File: src/shared/cxr_params.svh
// offsets, indices, field positions and reset values of the register bank
`ifndef CXR_PARAMS_SVH
`define CXR_PARAMS_SVH
`define CXR_OFS_INDEX      2'h0
`define CXR_OFS_DATA       2'h1
`define CXR_IDX_EXT        5'h17
`define CXR_IDX_CAP_HIGH   5'h1e
`define CXR_IDX_CAP_LOW    5'h1f
`define CXR_X_LINE_L       5'h00
`define CXR_X_LINE_R       5'h01
`define CXR_X_MIC_L        5'h02
`define CXR_X_MIC_R        5'h03
`define CXR_X_MIX_CTL      5'h04
`define CXR_X_LAST_RW      5'h11
`define CXR_X_VERSION      5'h19
`define CXR_RST_CAP        8'h00
`define CXR_RST_LINE       8'he8
`define CXR_RST_MIC        8'hcf
`define CXR_RST_PLAIN      8'h00
`define CXR_BIT_ACCESS_EN  3
`define CXR_BIT_XA4        2
`define CXR_BIT_FREEZE     0
`define CXR_BIT_FM_REMAP   2
`define CXR_BIT_WT_RMD     3
`define CXR_MODE3          2'h3
`endif

File: src/shared/cxr_pkg.sv
// types of the register bank
package cxr_pkg;
  typedef struct packed {
    logic       out_mute;
    logic       in_mute;
    logic       bypass_mute;
    logic [4:0] gain;
  } cxr_line_t;
  typedef struct packed {
    logic       in_mute;
    logic       out_mute;
    logic       boost;
    logic [4:0] gain;
  } cxr_mic_t;
  typedef enum logic [0:0] {
    CXR_EXT_ADDR = 1'b0,
    CXR_EXT_DATA = 1'b1
  } cxr_ext_role_t;
endpackage : cxr_pkg

File: src/hdl/cxr_regs.sv
// codec indexed and extended register bank
`include "cxr_params.svh"
`timescale 1ns/1ps
`default_nettype none
module cxr_regs
  import cxr_pkg::*;
#(
  parameter logic [7:0] VERSION_ID = 8'h5a  // arbitrary value
)(
  input  wire logic       clk,
  input  wire logic       rst,
  input  wire logic       clk_en,
  input  wire logic [1:0] bus_addr,
  input  wire logic       bus_cs,
  input  wire logic       bus_wr,
  input  wire logic       bus_rd,
  input  wire logic [7:0] bus_wdata,
  input  wire logic [1:0] codec_mode,
  output logic      [7:0] bus_rdata,
  output logic      [7:0] index_port,
  output logic     [15:0] capture_base,
  output logic            adpcm_capture_freeze,
  output cxr_line_t       left_line,
  output cxr_line_t       right_line,
  output cxr_mic_t        left_mic,
  output cxr_mic_t        right_mic,
  output logic            line_remapped
);

  ////////////////////////////////////////////////////////////////////////
  // decode

  logic [7:0]    index_q;
  logic [7:0]    ext_addr_q;
  cxr_ext_role_t role_q;
  logic [7:0]    cap_high_q;
  logic [7:0]    cap_low_q;
  logic [7:0]    xreg_q [0:17];
  logic          wr_index;
  logic          wr_data;
  logic          mode3;
  logic [4:0]    ext_index;
  logic [4:0]    indirect_index;

  function automatic logic [4:0] ext_idx_of(input logic [7:0] v);
    ext_idx_of = {v[`CXR_BIT_XA4], v[7:4]};
  endfunction : ext_idx_of

  assign mode3          = (codec_mode == `CXR_MODE3);
  assign indirect_index = index_q[4:0];
  assign ext_index      = ext_idx_of(ext_addr_q);

  always_comb
  begin
    wr_index = 1'b0;
    wr_data  = 1'b0;
    if (bus_cs && bus_wr && bus_addr == `CXR_OFS_INDEX)
      wr_index = 1'b1;
    else if (bus_cs && bus_wr && bus_addr == `CXR_OFS_DATA)
      wr_data = 1'b1;
  end

  ////////////////////////////////////////////////////////////////////////
  // index port

  always_ff @(posedge clk or posedge rst)
  begin
    if (rst)
      index_q <= 8'h00;
    else if (clk_en && wr_index)
      index_q <= bus_wdata;
  end

  ////////////////////////////////////////////////////////////////////////
  // extended address / data role

  logic ext_sel;
  logic ext_data_acc;
  assign ext_sel      = (indirect_index == `CXR_IDX_EXT);
  assign ext_data_acc = ext_sel && mode3 && (role_q == CXR_EXT_DATA);

  always_ff @(posedge clk or posedge rst)
  begin
    if (rst)
    begin
      role_q     <= CXR_EXT_ADDR;
      ext_addr_q <= 8'h00;
    end
    else if (clk_en)
    begin
      if (wr_index)
        role_q <= CXR_EXT_ADDR;
      else if (wr_data && ext_sel && !ext_data_acc)
      begin
        ext_addr_q <= bus_wdata;
        if (mode3 && bus_wdata[`CXR_BIT_ACCESS_EN])
          role_q <= CXR_EXT_DATA;
      end
    end
  end

  ////////////////////////////////////////////////////////////////////////
  // capture base

  always_ff @(posedge clk or posedge rst)
  begin
    if (rst)
    begin
      cap_high_q <= `CXR_RST_CAP;
      cap_low_q  <= `CXR_RST_CAP;
    end
    else if (clk_en && wr_data)
    begin
      if (indirect_index == `CXR_IDX_CAP_HIGH)
        cap_high_q <= bus_wdata;
      else if (indirect_index == `CXR_IDX_CAP_LOW)
        cap_low_q <= bus_wdata;
    end
  end

  ////////////////////////////////////////////////////////////////////////
  // extended registers

  genvar gi;
  generate
    for (gi = 0; gi <= 17; gi = gi + 1)
    begin : g_xreg
      localparam logic [7:0] RST_V =
        (gi <= 1) ? `CXR_RST_LINE :
        (gi <= 3) ? `CXR_RST_MIC  : `CXR_RST_PLAIN;
      always_ff @(posedge clk or posedge rst)
      begin
        if (rst)
          xreg_q[gi] <= RST_V;
        else if (clk_en && wr_data && ext_data_acc &&
                 ext_index == 5'(gi))
          xreg_q[gi] <= bus_wdata;
      end
    end
  endgenerate

  ////////////////////////////////////////////////////////////////////////
  // read data

  logic [7:0] rd_d;
  always_comb
  begin
    rd_d = 8'h00;
    if (bus_addr == `CXR_OFS_INDEX)
      rd_d = index_q;
    else if (bus_addr == `CXR_OFS_DATA)
    begin
      if (ext_data_acc)
      begin
        if (ext_index <= `CXR_X_LAST_RW)
          rd_d = xreg_q[ext_index];
        else if (ext_index == `CXR_X_VERSION)
          rd_d = VERSION_ID;
        else
          rd_d = 8'h00;
      end
      else if (ext_sel)
        rd_d = {ext_addr_q[7:2], 1'b0, ext_addr_q[0]};
      else if (indirect_index == `CXR_IDX_CAP_HIGH)
        rd_d = cap_high_q;
      else if (indirect_index == `CXR_IDX_CAP_LOW)
        rd_d = cap_low_q;
    end
  end

  always_ff @(posedge clk or posedge rst)
  begin
    if (rst)
      bus_rdata <= 8'h00;
    else if (clk_en && bus_cs && bus_rd)
      bus_rdata <= rd_d;
  end

  ////////////////////////////////////////////////////////////////////////
  // control outputs

  assign index_port           = index_q;
  assign capture_base         = {cap_high_q, cap_low_q};
  assign adpcm_capture_freeze = ext_addr_q[`CXR_BIT_FREEZE];
  assign left_line            = cxr_line_t'(xreg_q[`CXR_X_LINE_L]);
  assign right_line           = cxr_line_t'(xreg_q[`CXR_X_LINE_R]);
  assign left_mic             = cxr_mic_t'(xreg_q[`CXR_X_MIC_L]);
  assign right_mic            = cxr_mic_t'(xreg_q[`CXR_X_MIC_R]);
  assign line_remapped = xreg_q[`CXR_X_MIX_CTL][`CXR_BIT_FM_REMAP] ||
                         !xreg_q[`CXR_X_MIX_CTL][`CXR_BIT_WT_RMD];

  ////////////////////////////////////////////////////////////////////////
  // checks

  a_index_clears_en: assert property (
    @(posedge clk) disable iff (rst)
    clk_en && wr_index |=> role_q == CXR_EXT_ADDR)
    else $error("index write did not clear access enable");
  a_en_needs_mode3: assert property (
    @(posedge clk) disable iff (rst)
    clk_en && wr_data && ext_sel && !mode3 && role_q == CXR_EXT_ADDR
    |=> role_q == CXR_EXT_ADDR)
    else $error("extended access outside mode three");
  a_en_sets_data: assert property (
    @(posedge clk) disable iff (rst)
    clk_en && wr_data && ext_sel && mode3 && !ext_data_acc &&
    bus_wdata[3] |=> role_q == CXR_EXT_DATA)
    else $error("access enable did not switch role");
  a_cap_high_hold: assert property (
    @(posedge clk) disable iff (rst)
    clk_en && wr_data && indirect_index == 5'h1e
    |=> capture_base[15:8] == $past(bus_wdata))
    else $error("capture high byte not stored");
  a_cap_low_hold: assert property (
    @(posedge clk) disable iff (rst)
    clk_en && wr_data && indirect_index == 5'h1f
    |=> capture_base[7:0] == $past(bus_wdata))
    else $error("capture low byte not stored");
  a_cap_stable: assert property (
    @(posedge clk) disable iff (rst)
    !(clk_en && wr_data && indirect_index[4:1] == 4'hf)
    |=> $stable(capture_base))
    else $error("capture base changed without write");
  a_line_write: assert property (
    @(posedge clk) disable iff (rst)
    clk_en && wr_data && ext_data_acc && ext_index == 5'h00
    |=> left_line == $past(bus_wdata))
    else $error("left line register not written");
  a_right_line_input_write: assert property (
    @(posedge clk) disable iff (rst)
    clk_en && wr_data && ext_data_acc && ext_index == 5'h01
    |=> right_line == $past(bus_wdata))
    else $error("right line register not written");
  a_lmic_write: assert property (
    @(posedge clk) disable iff (rst)
    clk_en && wr_data && ext_data_acc && ext_index == 5'h02
    |=> left_mic == $past(bus_wdata))
    else $error("left mic register not written");
  a_rmic_write: assert property (
    @(posedge clk) disable iff (rst)
    clk_en && wr_data && ext_data_acc && ext_index == 5'h03
    |=> right_mic == $past(bus_wdata))
    else $error("right mic register not written");
  a_rsvd_no_change: assert property (
    @(posedge clk) disable iff (rst)
    wr_data && ext_data_acc && ext_index >= 5'h12 && ext_index <= 5'h18
    |=> $stable(left_mic) && $stable(right_line))
    else $error("reserved index altered state");
  a_rsvd_read: assert property (
    @(posedge clk) disable iff (rst)
    clk_en && bus_cs && bus_rd && bus_addr == 2'h1 && ext_data_acc &&
    ext_index >= 5'h12 && ext_index <= 5'h18 |=> bus_rdata == 8'h00)
    else $error("reserved index read not zero");
  a_version_read: assert property (
    @(posedge clk) disable iff (rst)
    clk_en && bus_cs && bus_rd && bus_addr == 2'h1 && ext_data_acc &&
    ext_index == 5'h19 |=> bus_rdata == VERSION_ID)
    else $error("version read mismatch");
  a_read_cap: assert property (
    @(posedge clk) disable iff (rst)
    clk_en && bus_cs && bus_rd && bus_addr == 2'h1 &&
    indirect_index == 5'h1e |=> bus_rdata == $past(cap_high_q))
    else $error("capture high read mismatch");
  a_index_store: assert property (
    @(posedge clk) disable iff (rst)
    clk_en && wr_index |=> index_port == $past(bus_wdata))
    else $error("index port not stored");
  a_rdata_hold: assert property (
    @(posedge clk) disable iff (rst)
    !(clk_en && bus_cs && bus_rd) |=> $stable(bus_rdata))
    else $error("read data changed without read");
  a_freeze_hold: assert property (
    @(posedge clk) disable iff (rst)
    !clk_en |=> $stable(index_port) && $stable(capture_base))
    else $error("state changed while clock enable low");

endmodule : cxr_regs
`default_nettype wire

File: config.mk
export PLATFORM = sky130hd
export DESIGN_NAME = cxr_regs
export DESIGN_NICKNAME = d
export VERILOG_FILES = /design/src/shared/cxr_pkg.sv /design/src/hdl/cxr_regs.sv
export VERILOG_INCLUDE_DIRS = /design/src /design/src/shared
export SDC_FILE = /design/constraint.sdc
export NUM_CORES = 1
export LEC_CHECK = 0
export BUFFER_PORTS_ARGS = -buffer_cell sky130_fd_sc_hd__buf_2
export CAP_MARGIN = 20
export CELL_PAD_IN_SITES_DETAIL_PLACEMENT = 0
export CELL_PAD_IN_SITES_GLOBAL_PLACEMENT = 1
export CORE_AREA = 2 2 145 147
export CTS_CLUSTER_DIAMETER = 100
export DETAILED_ROUTE_END_ITERATION = 8
export DIE_AREA = 0 0 147 149
export PLACE_DENSITY_LB_ADDON = 0.25
export REMOVE_ABC_BUFFERS = 1
export SLEW_MARGIN = 10
export SYNTH_ARGS = -nofsm -noshare
export SYNTH_HDL_FRONTEND = slang
export SYNTH_SLANG_ARGS = --single-unit
File: constraint.sdc
create_clock -name clk -period 12.2 [get_ports clk]
set_input_delay 1.22 -clock clk [delete_from_list [all_inputs] [get_ports clk]]
set_output_delay 1.22 -clock clk [all_outputs]
set_load 0.1 [all_outputs]
# ---- After elaboration in Yosys (flattened, before gate mapping)
# Cells that the tools add are included.
dict set report word_totals {
  output_inout_bits 66
  ff_bits 185
  elab_cells 111
}
dict set report op_classes {
  bitwise_logic 3
  n_reduce_logical 42
  muxes 17
  eq_ne 23
  magnitude_cmp 2
}
# op count
set ops {}
lappend ops {{two-way mux 8 bit} 9}
lappend ops {{binary-select mux 8 bit (select 5 bit)} 1}
lappend ops {{equality test 5 x 4 -> 1 bit, second input constant} 8}
lappend ops {{logical AND 1 bit} 31}
lappend ops {{equality test 5 bit, second input constant} 6}
lappend ops {{equality test 5 x 3 -> 1 bit, second input constant} 4}
lappend ops {{equality test 5 x 2 -> 1 bit, second input constant} 2}
lappend ops {{AND reduction 3 bit} 3}
lappend ops {{two-way mux 7 bit} 1}
lappend ops {{greater-or-equal comparator 6 bit, second input constant} 1}
lappend ops {{two-way mux 1 bit} 6}
lappend ops {{NOT 5 -> 6 bit} 1}
lappend ops {{equality test 5 x 1 -> 1 bit, second input constant} 1}
lappend ops {{<= comparator 5 bit, second input constant} 1}
lappend ops {{zero test 5 bit} 1}
lappend ops {{nonzero test 2 bit} 2}
lappend ops {{equality test 2 x 1 -> 1 bit, second input constant} 1}
lappend ops {{equality test 2 bit, second input constant} 1}
lappend ops {{zero test 1 bit} 2}
lappend ops {{zero test 2 bit} 1}
lappend ops {{NOT 1 bit} 2}
lappend ops {{AND reduction 2 bit} 1}
lappend ops {{logical OR 1 bit} 1}

# ---- Logic depth before layout (Yosys ltp)
dict set report logic_depth {
  ltp_word 8
  mapped_depth 8
  depth_no_buf 5
}

# ---- Least setup slack after synthesis
# OpenSTA, ideal clock, no wires.
dict set report synth_timing {
  path_type {input to register}
  from {input port bus_addr[0]}
  to {register xreg_q[75] in the netlist's numbering}
  path_stages 8
  path_slack_ns 9.509
  arrival_time_ns 2.566
  t_required_ns 12.075
  path_cell_list {nor2b_4 and4_1 buf_2 and3_1 buf_2 and2_1 buf_6 mux2_2}
}
dict set report synth_between {
  elab_chain_cells 7
  elab_cells_between_ends 9
  classes_between {eq/ne: 1; mux: 2; reduce/logical: 6}
}
# element line_no
set synth_lines {}
lappend synth_lines {{start: declaration} cxr_regs.sv:13} ;# input wire logic [1:0] bus_addr,
lappend synth_lines {{equality test 2 x 1 -> 1 bit (no source line)} -}
lappend synth_lines {{logical AND 1 bit (no source line)} -}
lappend synth_lines {{two-way mux 1 bit} cxr_regs.sv:59} ;# else if (bus_cs && bus_wr && bus_addr == `CXR_OFS_DATA)
lappend synth_lines {{two-way mux 1 bit *} cxr_regs.sv:57} ;# if (bus_cs && bus_wr && bus_addr == `CXR_OFS_INDEX)
lappend synth_lines {{logical AND 1 bit * (3 in series)} cxr_regs.sv:135} ;# else if (clk_en && wr_data && ext_data_acc &&
lappend synth_lines {{end signal: indexed assignment} cxr_regs.sv:137} ;# xreg_q[gi] <= bus_wdata;
lappend synth_lines {{end: declaration} cxr_regs.sv:38} ;# logic [7:0] xreg_q [0:17];
# Every way passes the cells marked *; elsewhere a longest branch is shown, timed or not.
# A chain may end at the register's enable or synchronous reset.

# ---- Final worst setup path
dict set report layout_timing {
  from {register ext_addr_q[7]}
  to {register bus_rdata[0]}
}
dict set report layout_between {
  elab_chain_cells 8
  elab_cells_between_ends 9
  classes_between {order compare: 1; mux: 7; bitwise: 1}
}
# element line_no
set layout_lines {}
lappend layout_lines {{start: declaration} cxr_regs.sv:34} ;# logic [7:0] ext_addr_q;
lappend layout_lines {{start signal: assignment} cxr_regs.sv:95} ;# ext_addr_q <= bus_wdata;
lappend layout_lines {{NOT 5 -> 6 bit (implied by the code)} cxr_regs.sv:156} ;# rd_d = xreg_q[ext_index];
lappend layout_lines {{binary-select mux 8 bit (select 5 bit)} cxr_regs.sv:156}
lappend layout_lines {{two-way mux 8 bit (implied by the code) (2 in series)} cxr_regs.sv:156}
lappend layout_lines {{two-way mux 8 bit *} cxr_regs.sv:155} ;# if (ext_index <= `CXR_X_LAST_RW)
lappend layout_lines {{two-way mux 8 bit *} cxr_regs.sv:153} ;# if (ext_data_acc)
lappend layout_lines {{two-way mux 8 bit *} cxr_regs.sv:151} ;# else if (bus_addr == `CXR_OFS_DATA)
lappend layout_lines {{two-way mux 8 bit *} cxr_regs.sv:149} ;# if (bus_addr == `CXR_OFS_INDEX)
lappend layout_lines {{end signal: assignment} cxr_regs.sv:176} ;# bus_rdata <= rd_d;
lappend layout_lines {{end: declaration} cxr_regs.sv:19} ;# output logic [7:0] bus_rdata,
# Every way passes the cells marked *; elsewhere a longest branch is shown, timed or not. The select of a mux whose other input is x is not followed.

==> summary.json <==
{
  "clocking": {
    "post_cts_resize_count": 0,
    "worst_setup_hold_path_clk_slew_ns": 0.07,
    "postCtsSetupRepairBufs": 0,
    "insertion_delay_ns": 0.44,
    "cts_max_level": 4,
    "cts_tree": "yes",
    "cts-buffers-inserted": 17,
    "clock_sinks": 184,
    "hold_buffers": 0,
    "max-clock-path-buffers": 2,
    "buffer_cell_driving_the_clock_tree_root": "sky130_fd_sc_hd__clkbuf_16"
  },
  "cells_and_area": {
    "final_layout_size_suffix_gt1_frac": 0.516,
    "final-instance-count-excl-fill": 990,
    "areaGrowthSynthToFinish_pct": 10.9,
    "num_antenna_cells": 0,
    "num-nets-final": 720
  },
  "synthesis": {
    "yosys.cell_count.top_type": "sky130_fd_sc_hd__mux2_2",
    "syn_avg_cell_area_um2": 13.4,
    "synth-warning-count": 0,
    "synth_edf_count": 0,
    "yosysSeqAreaShare": 0.515,
    "yosysUniqueCellTypes": 55,
    "synthMuxAreaShare": 0.296,
    "postSynthCellCount": 670,
    "ys_top_cells_by_count": "sky130_fd_sc_hd__mux2_2, sky130_fd_sc_hd__dfrtp_1, sky130_fd_sc_hd__buf_4, sky130_fd_sc_hd__clkbuf_1, sky130_fd_sc_hd__mux4_2",
    "synth_adder_area_share": 0,
    "post_synth_xor_area_fraction": 0,
    "synth_simple_gate_area_frac": 0.0818,
    "postSynth.topFlopCell": "sky130_fd_sc_hd__dfrtp_1",
    "synth_top_cell_area_share": 0.457,
    "synth_area_um2": 8980,
    "ys_ff_latch": 184,
    "synth.top_cells.by_area": "sky130_fd_sc_hd__dfrtp_1, sky130_fd_sc_hd__mux2_2, sky130_fd_sc_hd__dfstp_2",
    "post-synth-top-area-cell": "sky130_fd_sc_hd__dfrtp_1",
    "synth_top_family_by_area": "multiplexers",
    "synth-compound-area-share": 0.0567,
    "ys_async_sr_fraction": 1.00
  },
  "global_route": {
    "grt_first_pass_wirelength_mm": 35.3,
    "number_of_global_route_vias_before_repair": 5892,
    "grt_antenna_before_repair": 0,
    "largest_net_degree_at_the_start_of_global_routing": 101,
    "overflow": 0,
    "grt_usage": 0.215
  },
  "placed_design": {
    "place.gp.congestion": 0.867,
    "dp_worst_setup_slack_ns": 8.96,
    "dp.cells": 957,
    "portBuffers": 83,
    "dpl.hpwl_mm": 14.7
  },
  "sta": {
    "final.setup.worst_slack_ns": 9.21,
    "worst_slew_pin_slew_ns": 0.929,
    "final.setup.tns_ns": 0,
    "final_hold_violation_count": 0,
    "timing.final.setup_violations": 0,
    "post-route-period-util": 0.245,
    "drv_slew": 0,
    "slew_headroom": 0.381,
    "fin_hold_ws_ns": 0.494,
    "grt_setup_unrepaired": "false",
    "maxClockFrequency_mhz": 334,
    "period_minus_slack_ns": 2.99,
    "clock-skew-final_ns": 0.0155
  },
  "critical_path": {
    "critical_path.max_fanout": 30,
    "crit_path_end_kind": "flip-flop",
    "timing.critical_path.from_type": "flip-flop",
    "crit_path_cell_chain": "buf_4 > nand2b_1 > o22ai_1 > a211o_1 > nor4_1 > o221a_2",
    "critical_path_class": "flip-flop to flip-flop",
    "critical_path_arrival_ns": 3.37,
    "worstPathRequired_ns": 12.58,
    "worst_path_largest_cell_delay_ns": 0.65,
    "slowest_stage": "sky130_fd_sc_hd__dfrtp_1"
  },
  "drt": {
    "routed.top_layer": "met4",
    "drt_first_iter_violations": 371,
    "detailedRoute.firstPassIterationCount": 4,
    "route.vias.total": 5593,
    "routed_wl_mm": 22.5,
    "routedWlPerCell_um": 22.8,
    "remaining_routing_drc_violations": 0,
    "wirelength_met1_mm": 10.4,
    "route.met3.wl_mm": 1.12,
    "postRouteAntennaNets": 0,
    "vias_per_inst": 5.65,
    "routed-wl-met2_mm": 10.7
  },
  "floorplanning": {
    "rows": 53,
    "core_area_um2": 20600,
    "die_w_um": 147,
    "boundary_pin_count": 84,
    "floorplan.initialDensity": 0.437,
    "fp.dieArea_um2": 21900,
    "dieHeight_um": 149
  },
  "status": {
    "status": "complete, no violations"
  },
  "run": {
    "cap_violations": 0
  },
  "power": {
    "cellLeakagePower_nw": 4.76,
    "cellPowerDensity_nw_per_um2": 136,
    "vdd_ir_max_v": 0.0000992
  },
  "worst_hold_path": {
    "worst_hold_path_class": "flip-flop to flip-flop"
  }
}
## where the power goes
part,switching (W),internal [W],total [W]
Clock,0.000244,0.000324,0.000568
Combinational,0.000124,0.0000237,0.000148
Sequential,0.0000157,0.000621,0.000637
## sequential cells by signal, summed over array words and instances (netlist names)
signal,flops
role_q,1
index_port,8
right_mic,8
cap_high_q,8
xreg_q,112
bus_rdata,8
left_line,8
left_mic,8
ext_addr_q,7
cap_low_q,8
right_line,8
## worst paths after layout
check	slack, ns	cells past startpoint	endpoint	start
min in group asynchronous	0.93	2	index_port[7]	rst
max reg2reg	9.21	6	bus_rdata[0]	ext_addr_q[7]
max	9.21	6	bus_rdata[0]	ext_addr_q[7]
max in group asynchronous	9.93	4	xreg_q[85]	rst
min reg2reg	0.49	1	xreg_q[81]	xreg_q[81]
min	0.49	1	xreg_q[81]	xreg_q[81]
## placed cells by master, fill, tap and decap left out, types with 5 or more instances in the layout
master	Yosys	routed
sky130_fd_sc_hd__mux2_2	178	178
sky130_fd_sc_hd__dfrtp_1	164	162
sky130_fd_sc_hd__buf_2	13	83
sky130_fd_sc_hd__mux4_2	21	21
sky130_fd_sc_hd__nor2_1	20	20
sky130_fd_sc_hd__dfstp_2	20	20
sky130_fd_sc_hd__clkbuf_16	0	17
sky130_fd_sc_hd__nand2_2	15	15
sky130_fd_sc_hd__a21oi_1	14	14
sky130_fd_sc_hd__o21ai_0	14	14
sky130_fd_sc_hd__nand2_1	13	13
sky130_fd_sc_hd__mux2i_1	11	11
sky130_fd_sc_hd__nand2b_1	10	10
sky130_fd_sc_hd__nor2b_1	9	9
sky130_fd_sc_hd__nand3_1	8	8
sky130_fd_sc_hd__o22ai_1	8	8
sky130_fd_sc_hd__nor3_1	7	7
sky130_fd_sc_hd__nand4_1	6	6
sky130_fd_sc_hd__mux2_1	6	6
sky130_fd_sc_hd__o221ai_1	5	5
sky130_fd_sc_hd__a31oi_1	5	5
## cell type report
| class | count | area, µm² |
|---|---|---|
| fill | 1856 | 10600 |
| sequential | 184 | 4630 |
| multi-input combinational | 409 | 3900 |
| timing repair buffer | 88 | 473 |
| clock buffer | 18 | 429 |
| tap | 275 | 344 |
| clock inverter | 14 | 171 |
| inverter | 2 | 12.5 |
## per-stage QoR
step	total power, W	utilization	area (µm²)
floorplan	0.000753	-	8540
CTS	0.00136	0.483	9930
global placement	0.000795	0.454	9330
global route	0.00140	0.485	9960
finish	0.00135	0.485	9960
detailed placement	0.000796	0.454	9330
## cell families after synthesis
logic type             after synthesis
muxes                              216
DFF                                184
and+or+nand+nor                    118
buffers and inverters               77
AOI/OAI and AO/OA                   75
## worst max-delay path, delay by kind of cell (launching register included)
kind	cells	cell delay (ns)
AND/OR/NAND/NOR	2	0.98
AO/OA/AOI/OAI	3	0.84
flip-flops	1	0.65
buffers and inverters	1	0.45
## layer usage
metal,track usage,vias to the layer above
li1,-,2513
met1,0.298,2911
met2,0.344,147
met3,0.0376,22
met4,0.0731,0
met5,0,-
Power figures use the tool's default switching activity.
